$ cat src/design/dac_regs_pkg.sv
/*
 * Constants and carrier types for the converter control and status
 * register bank: offsets, bit positions, reset values and packed structs.
 * Assumes a serial configuration front end that delivers byte-wide
 * register reads and writes synchronous to the bank clock.
 */
// Overview of operation
// RULE1 - Lost-lock status is read-only bit 1
// RULE2 - Locked status is read-only bit 0
// RULE3 - Enable 0 clears status; 1 re-arms capture
// RULE4 - Host clears then re-arms enables after service
// RULE5 - Ten-bit full-scale code split over two registers
// RULE6 - Full-scale code resets to 0x200 nominal
// RULE7 - Upper register bit 7 puts output asleep
// RULE8 - Two-bit switch mode, baseband reset, 2 mix
// RULE9 - Status bit 2 shows early phase compare
// RULE10 - Status bit 0 shows late phase compare
// RULE11 - Flag reset on write 1 then 0
// RULE12 - Auto-relock flags loss and restarts search
// RULE13 - Bit 0 enables receiver controller, reset off
// RULE14 - Sleep bit resets to output enabled
package dac_regs_pkg;

    // ========================================================
    // Register offsets
    localparam logic [7:0] OFS_IRQ_ENABLE = 8'h03;
    localparam logic [7:0] OFS_LOCK_STATUS = 8'h04;
    localparam logic [7:0] OFS_FSC_LOW = 8'h06;
    localparam logic [7:0] OFS_FSC_HIGH_SLEEP = 8'h07;
    localparam logic [7:0] OFS_SWITCH_MODE = 8'h08;
    localparam logic [7:0] OFS_PHASE_STATUS = 8'h0c;
    localparam logic [7:0] OFS_RX_CONFIG = 8'h10;

    // ========================================================
    // Bit positions
    localparam int BIT_LOCKED = 0;
    localparam int BIT_LOST = 1;
    localparam int BIT_SLEEP = 7;
    localparam int BIT_EARLY_PH0 = 2;
    localparam int BIT_LATE_PH0 = 0;
    localparam int BIT_FLAG_CLEAR = 2;
    localparam int BIT_AUTO_RELOCK = 1;
    localparam int BIT_CTRL_ON = 0;

    // ========================================================
    // Reset values
    localparam logic [1:0] RST_IRQ_ENABLE = 2'h0;
    localparam logic [7:0] RST_FSC_LOW = 8'h00;
    localparam logic [1:0] RST_FSC_HIGH = 2'h2;
    localparam logic RST_SLEEP = 1'b0;
    localparam logic [1:0] RST_SWITCH_MODE = 2'h0;
    localparam logic RST_AUTO_RELOCK = 1'b1;
    localparam logic RST_CTRL_ON = 1'b0;

    // ========================================================
    // Switch modes
    localparam logic [1:0] MODE_BASEBAND = 2'h0;
    localparam logic [1:0] MODE_MIX = 2'h2;

    // ========================================================
    // Carriers
    typedef struct packed {
        logic [9:0] full_scale_code;
        logic sleep;
        logic [1:0] switch_mode_field;
    } dac_cfg_t;

    typedef struct packed {
        logic receiver_controller_on;
        logic receiver_auto_relock;
        logic receiver_flag_clear;
        logic restart_search;
    } rx_ctrl_t;

    typedef struct packed {
        logic locked_d;
        logic [1:0] flags;
    } capture_state_t;

    typedef struct packed {
        logic [1:0] irq_enable;
        logic [7:0] fsc_low;
        logic [1:0] fsc_high;
        logic sleep;
        logic [1:0] switch_mode_field;
        logic auto_relock;
        logic ctrl_on;
        logic flag_clear_armed;
        logic flag_clear_pulse;
        logic restart_pulse;
        logic [7:0] rdata;
    } bank_state_t;

endpackage : dac_regs_pkg

$ cat src/design/dac_control_status_regs.sv
/*
 * Control and status register bank for the converter: full-scale current,
 * sleep, quad-switch mode, clock phase status and receiver controller
 * configuration with lock flags.
 * Assumes a serial configuration front end presenting one byte access
 * per strobe, synchronous to i_clk.
 */
`timescale 1ns/100ps
module dac_control_status_regs
(
    // Clock, reset, enable
    input wire logic i_clk,
    input wire logic i_srst,
    input wire logic i_ce,
    // Register access from the serial front end
    input wire logic [7:0] i_addr,
    input wire logic i_wr,
    input wire logic [7:0] i_wdata,
    input wire logic i_rd,
    output logic [7:0] o_rdata,
    // Receiver controller status
    input wire logic i_rx_locked,
    input wire logic i_early_phase0_compare,
    input wire logic i_late_phase0_compare,
    // Controls out
    output dac_regs_pkg::dac_cfg_t o_dac_cfg,
    output dac_regs_pkg::rx_ctrl_t o_rx_ctrl
);

    dac_regs_pkg::bank_state_t state_r;
    dac_regs_pkg::bank_state_t state_nxt;
    logic [1:0] lock_flags;
    logic lost_event;

    // ========================================================
    // Lock flag capture
    lock_flag_capture u_capture
    (
        .i_clk(i_clk),
        .i_srst(i_srst),
        .i_ce(i_ce),
        .i_enable_cur(state_r.irq_enable),
        .i_enable_nxt(state_nxt.irq_enable),
        .i_flag_clear(state_r.flag_clear_pulse), // RULE11
        .i_locked(i_rx_locked),
        .o_flags(lock_flags),
        .o_lost_event(lost_event)
    );

    // ========================================================
    // Register writes and reads
    always_comb
    begin
        state_nxt = state_r;
        state_nxt.flag_clear_pulse = 1'b0;
        // Restart only when the controller runs and auto-relock is on
        state_nxt.restart_pulse = lost_event & state_r.auto_relock &
            state_r.ctrl_on; // RULE12
        if (i_wr)
        begin
            case (i_addr)
                dac_regs_pkg::OFS_IRQ_ENABLE:
                begin
                    // Host clears then re-arms after service
                    state_nxt.irq_enable = i_wdata[1:0]; // RULE3 RULE4
                end
                dac_regs_pkg::OFS_FSC_LOW:
                begin
                    state_nxt.fsc_low = i_wdata; // RULE5
                end
                dac_regs_pkg::OFS_FSC_HIGH_SLEEP:
                begin
                    state_nxt.fsc_high = i_wdata[1:0]; // RULE5
                    state_nxt.sleep = i_wdata[dac_regs_pkg::BIT_SLEEP]; // RULE7
                end
                dac_regs_pkg::OFS_SWITCH_MODE:
                begin
                    state_nxt.switch_mode_field = i_wdata[1:0]; // RULE8
                end
                dac_regs_pkg::OFS_RX_CONFIG:
                begin
                    state_nxt.auto_relock =
                        i_wdata[dac_regs_pkg::BIT_AUTO_RELOCK]; // RULE12
                    state_nxt.ctrl_on =
                        i_wdata[dac_regs_pkg::BIT_CTRL_ON]; // RULE13
                    // Pulse on a 0 written after a 1
                    state_nxt.flag_clear_armed =
                        i_wdata[dac_regs_pkg::BIT_FLAG_CLEAR];
                    state_nxt.flag_clear_pulse = state_r.flag_clear_armed &
                        ~i_wdata[dac_regs_pkg::BIT_FLAG_CLEAR]; // RULE11
                end
                default:
                begin
                    state_nxt.irq_enable = state_nxt.irq_enable;
                end
            endcase
        end
        if (i_rd)
        begin
            state_nxt.rdata = 8'h00;
            case (i_addr)
                dac_regs_pkg::OFS_IRQ_ENABLE:
                begin
                    state_nxt.rdata[1:0] = state_r.irq_enable;
                end
                dac_regs_pkg::OFS_LOCK_STATUS:
                begin
                    state_nxt.rdata[dac_regs_pkg::BIT_LOST] =
                        lock_flags[dac_regs_pkg::BIT_LOST]; // RULE1
                    state_nxt.rdata[dac_regs_pkg::BIT_LOCKED] =
                        lock_flags[dac_regs_pkg::BIT_LOCKED]; // RULE2
                end
                dac_regs_pkg::OFS_FSC_LOW:
                begin
                    state_nxt.rdata = state_r.fsc_low;
                end
                dac_regs_pkg::OFS_FSC_HIGH_SLEEP:
                begin
                    state_nxt.rdata[1:0] = state_r.fsc_high;
                    state_nxt.rdata[dac_regs_pkg::BIT_SLEEP] = state_r.sleep;
                end
                dac_regs_pkg::OFS_SWITCH_MODE:
                begin
                    state_nxt.rdata[1:0] = state_r.switch_mode_field;
                end
                dac_regs_pkg::OFS_PHASE_STATUS:
                begin
                    state_nxt.rdata[dac_regs_pkg::BIT_EARLY_PH0] =
                        i_early_phase0_compare; // RULE9
                    state_nxt.rdata[dac_regs_pkg::BIT_LATE_PH0] =
                        i_late_phase0_compare; // RULE10
                end
                dac_regs_pkg::OFS_RX_CONFIG:
                begin
                    // Flag reset bit is write-only and reads as zero
                    state_nxt.rdata[dac_regs_pkg::BIT_AUTO_RELOCK] =
                        state_r.auto_relock;
                    state_nxt.rdata[dac_regs_pkg::BIT_CTRL_ON] =
                        state_r.ctrl_on;
                end
                default:
                begin
                    state_nxt.rdata = 8'h00;
                end
            endcase
        end
    end

    // ========================================================
    // State register
    always_ff @(posedge i_clk)
    begin
        if (i_srst)
        begin
            state_r <= '0;
            state_r.irq_enable <= dac_regs_pkg::RST_IRQ_ENABLE;
            state_r.fsc_low <= dac_regs_pkg::RST_FSC_LOW; // RULE6
            state_r.fsc_high <= dac_regs_pkg::RST_FSC_HIGH; // RULE6
            state_r.sleep <= dac_regs_pkg::RST_SLEEP; // RULE14
            state_r.switch_mode_field <= dac_regs_pkg::RST_SWITCH_MODE; // RULE8
            state_r.auto_relock <= dac_regs_pkg::RST_AUTO_RELOCK; // RULE12
            state_r.ctrl_on <= dac_regs_pkg::RST_CTRL_ON; // RULE13
        end
        else if (i_ce)
        begin
            state_r <= state_nxt;
        end
    end

    // ========================================================
    // Outputs, all from flip-flops
    assign o_rdata = state_r.rdata;
    assign o_dac_cfg.full_scale_code = {state_r.fsc_high, state_r.fsc_low};
    assign o_dac_cfg.sleep = state_r.sleep;
    assign o_dac_cfg.switch_mode_field = state_r.switch_mode_field;
    assign o_rx_ctrl.receiver_controller_on = state_r.ctrl_on;
    assign o_rx_ctrl.receiver_auto_relock = state_r.auto_relock;
    assign o_rx_ctrl.receiver_flag_clear = state_r.flag_clear_pulse;
    assign o_rx_ctrl.restart_search = state_r.restart_pulse;

endmodule : dac_control_status_regs

$ cat src/design/lock_flag_capture.sv
/*
 * Sticky capture of the receiver locked and lost-lock flags.
 * Assumes the lock level is synchronous to i_clk.
 */
`timescale 1ns/100ps
module lock_flag_capture
(
    // Clock and reset
    input wire logic i_clk,
    input wire logic i_srst,
    input wire logic i_ce,
    // Control
    input wire logic [1:0] i_enable_cur,
    input wire logic [1:0] i_enable_nxt,
    input wire logic i_flag_clear,
    input wire logic i_locked,
    // Status
    output logic [1:0] o_flags,
    output logic o_lost_event
);

    dac_regs_pkg::capture_state_t state_r;
    dac_regs_pkg::capture_state_t state_nxt;
    logic [1:0] events;

    assign events[dac_regs_pkg::BIT_LOCKED] = i_locked & ~state_r.locked_d;
    assign events[dac_regs_pkg::BIT_LOST] = ~i_locked & state_r.locked_d;
    assign o_lost_event = events[dac_regs_pkg::BIT_LOST];
    assign o_flags = state_r.flags;

    // ========================================================
    // Flag update
    // An event in the cycle of a clear still lands: set beats clear
    always_comb
    begin
        state_nxt = state_r;
        state_nxt.locked_d = i_locked;
        for (int k = 0; k < 2; k++)
        begin
            state_nxt.flags[k] = (i_enable_cur[k] & events[k]) |
                (state_r.flags[k] & i_enable_nxt[k] & ~i_flag_clear); // RULE3
        end
    end

    always_ff @(posedge i_clk)
    begin
        if (i_srst)
        begin
            state_r <= '0;
        end
        else if (i_ce)
        begin
            state_r <= state_nxt;
        end
    end

endmodule : lock_flag_capture

$ cat config.mk
export PLATFORM = sky130hd
export DESIGN_NAME = dac_control_status_regs
export DESIGN_NICKNAME = d
export VERILOG_FILES = /design/src/design/dac_regs_pkg.sv /design/src/design/dac_control_status_regs.sv /design/src/design/lock_flag_capture.sv
export SDC_FILE = /design/constraint.sdc
export NUM_CORES = 1
export LEC_CHECK = 0
export ABC_CLOCK_PERIOD_IN_PS = 1600
export BUFFER_PORTS_ARGS = -buffer_cell sky130_fd_sc_hd__buf_2
export CAP_MARGIN = 20
export CORE_ASPECT_RATIO = 0.9
export CORE_MARGIN = 1
export CORE_UTILIZATION = 45
export DETAILED_ROUTE_END_ITERATION = 16
export HOLD_SLACK_MARGIN = 0.05
export PLACE_DENSITY_LB_ADDON = 0.1
export SLEW_MARGIN = 20
export SYNTH_ARGS = -nofsm -noshare
export SYNTH_HDL_FRONTEND = slang
export SYNTH_SLANG_ARGS = --single-unit
$ cat constraint.sdc
create_clock -name i_clk -period 1.6 [get_ports i_clk]
set_clock_uncertainty 0.1 [all_clocks]
set_input_delay 0 -clock i_clk [delete_from_list [all_inputs] [get_ports i_clk]]
set_output_delay 0 -clock i_clk [all_outputs]
set_load 0.01 [all_outputs]
==> flow_summary.toml <==
[route]
wl_per_cell_um = 14.4
drt_iter0_drc = 74
num_vias = 1425
wirelength_um = 3910
drt_pre_antenna_iters = 4
detail-route-antenna-nets = 0
via_per_inst = 5.24
route.detailed.drc = 0

[clock_network]
clockRootBuffer = "clkbuf_8"
numClockSinks = 31
post_cts_resized = 0
cts_max_path_buffers = 2
insertion_delay_ps = 280
path_clk_slew_ps = 60
ctsHtreeMaxLevel = 2
post_cts_buffers = 0
cts_hold_buffers = 13
numCtsBuffers = 5
cts_tree = "built"

[critical_path]
critPathSlowestCell = "dlygate4sd3_1"
path_class = "in2reg"
startpoint_type = "input port"
rrSetupSlack_ps = 220
cp_data_required_time_ps = 1660
end_kind = "flop"
slowest_delay_ps = 610
r2r_start = "u_capture.state_r[2]"
rr_worst_depth = 3
path_cells = "dlygate4sd3_1, buf_2, mux2i_1, dlygate4sd3_1, nor2_1"
r2r_end = "u_capture.state_r[2]"
critPathBufInv = 3
critPathTopFamily = "buffers and inverters"
worstPathArrival_ps = 1520
cp_common_cell = "dlygate4sd3_1"
critPathMaxFanout = 3

[timing]
fmax_ghz = 0.686
hold_viol = 0
setup_viol = 0
min_period_ps = 1460
slew_headroom_pct = 74.7
worst_slew_pin_slew_ps = 379
rsz0062_at_grt = "false"
tns_ps = 0
period_share_pct = 91.1
drv_slew = 0

[placed_design]
portBuffers = 48
dpl.cell_count = 252
dpl.hpwl_um = 2920
place.gp.congestion = 0.793

[worst_hold_path]
hold_depth = 3
holdPathEnd = "o_rdata[0]"
hp-class = "in2reg"
hp-start = "i_ce"

[floorplanning]
core.rowCount = 20
start_util_pct = 48.1
core_um2 = 3430
dieWidth_um = 65.8
die_h_um = 59.5
die-area_um2 = 3910
io_pins = 49

[synth]
seq_area_frac_synth_pct = 37.6
synth_seq_cells = 31
synth_cell_types = 37
syn_area_um2 = 1650
syn_area_per_cell_um2 = 9.02
synth_cells = 183
syn_nets = 207
yosys_warnings = 0

[global_route]
track_usage_pct = 21.6
grt_pass1_vias = 1308
grt_pass1_wl_um = 6190
grt_max_degree = 20
grt_overflow = 0
antenna_found_initial = 0

[layout]
fillers = 297
num_antenna_cells = 0
drive_above_1_share_pct = 35.1
syn_to_final_growth_pct = 23.4
fin_cells = 272
nets = 252

[run_status]
status = "finished clean"

[pwr]
p_leak_uw = 0.000911
ir_drop_v = 0.000431
powerDensity_nw_per_um2 = 764

[run]
maxCapViolations = 0
-- kinds of logic (layout without fill, tap and decap cells) --
group                  Yosys count  count (layout)  synth area share, %
and+or+nand+nor                 64              64                 22.4
AOI/OAI and AO/OA               27              27                 11.3
muxes                           23              23                 14.0
DFF                             31              31                 37.6
buffers and inverters           38              83                 14.6
-- synth_stat cells --
master,n,area [um2]
nor3b_1,1,7.51
nor3_1,2,10.0
and4b_1,1,10.0
or3_1,2,12.5
o22ai_1,3,18.8
o32ai_1,1,8.76
a41o_1,1,10.0
a32oi_1,1,8.76
clkbuf_1,6,22.5
nand3b_1,2,15.0
a211o_1,2,17.5
and2_1,1,6.26
nor4_1,2,12.5
a211oi_1,1,7.51
nor2b_1,2,12.5
and3b_1,1,8.76
buf_2,4,20.0
mux2i_1,22,220
nand3_1,1,5.00
a21oi_1,9,45.0
inv_1,3,11.3
nand4_1,6,37.5
nand2_1,6,22.5
a22o_1,3,26.3
nor4_4,1,21.3
a31oi_1,1,6.26
or3b_2,2,17.5
nor2_2,8,50.1
nor2_1,20,75.1
and3_1,2,12.5
nor4_2,1,12.5
a22oi_1,5,37.5
mux2_2,1,11.3
buf_4,25,188
dfxtp_1,31,621
nand4b_1,1,8.76
nand2b_1,2,12.5
-- routing by layer --
layer / wire [um] / share of wire, % / GRT usage, %
met5: 0 / 0 / 0
met4: 58 / 1.5 / 8.70
met3: 225 / 5.8 / 5.58
met2: 1730 / 44 / 31.9
met1: 1890 / 48 / 29.8
-- per-stage QoR --
stage / setup slack, ps / util (%) / total power [uW] / hold slack (ps) / instance area, um2
global route: 105 / 59.4 / 1610 / 83.4 / 2040
CTS: 214 / 59.4 / 1570 / 62.1 / 2040
detailed placement: -72.5 / 53.0 / 929 / 154 / 1820
global placement: -62.8 / 53.0 / 926 / 142 / 1820
finish: 142 / 59.4 / 1560 / 66.9 / 2040
floorplan: 8.58 / - / 867 / 17.9 / 1650
-- placed cells by master (no fill, tap or decap), types with 3 or more instances in the layout --
| master | count |
|---|---|
| buf_2 | 48 |
| dfxtp_1 | 31 |
| mux2i_1 | 22 |
| nor2_1 | 20 |
| dlygate4sd3_1 | 13 |
| buf_4 | 11 |
| a21oi_1 | 9 |
| nor2_2 | 8 |
| nand2_1 | 6 |
| nand4_1 | 6 |
| clkbuf_8 | 6 |
| a22oi_1 | 5 |
| a22o_1 | 3 |
| o22ai_1 | 3 |
| inv_1 | 3 |
-- worst max path at each step --
stage                start                    to  slack [ps]  depth (start not counted)
6_report       i_rx_locked  u_capture.state_r[2]         140                          5
5_1_grt        i_rx_locked  u_capture.state_r[2]         100                          5
4_1_cts          i_addr[5]         o_dac_cfg[12]         210                          6
3_5_place_dp     i_addr[5]         o_dac_cfg[12]         -70                          6
3_3_place_gp     i_addr[5]         o_dac_cfg[12]         -60                          6
2_1_floorplan    i_addr[5]          o_dac_cfg[3]           9                          5
-- final cells by class --
cell class              instances  area (um2)  area share [%]
clock buffers                   6        82.6            4.06
clock inverters                 1        5.00           0.246
inverters                       3        11.3           0.553
multi-input cells             114         788            38.7
flip-flops and latches         31         621            30.5
well taps                      44        55.1            2.70
repair buffers                 73         473            23.2
-- state kept, by name, summed over array words and instances (netlist names) --
name               flops
o_dac_cfg             13
o_rdata                8
o_rx_ctrl              4
state_r                3
u_capture.o_flags      2
u_capture.state_r      1
-- power breakdown --
part,switching (uW),leakage (uW),internal (uW)
Combinational,87.3,0.000614,75.8
Sequential,2.09,0.000250,775
Clock,278,0.0000470,337
Total,368,0.000911,1190
-- worst register-to-register path: cells and delay by family, from the launching register on --
kind	cells	cell delay [ps]
flops	1	320
mux	1	190
buf+inv	1	610
simple gates	1	40
No activity file was read; power rests on OpenSTA's default activity.
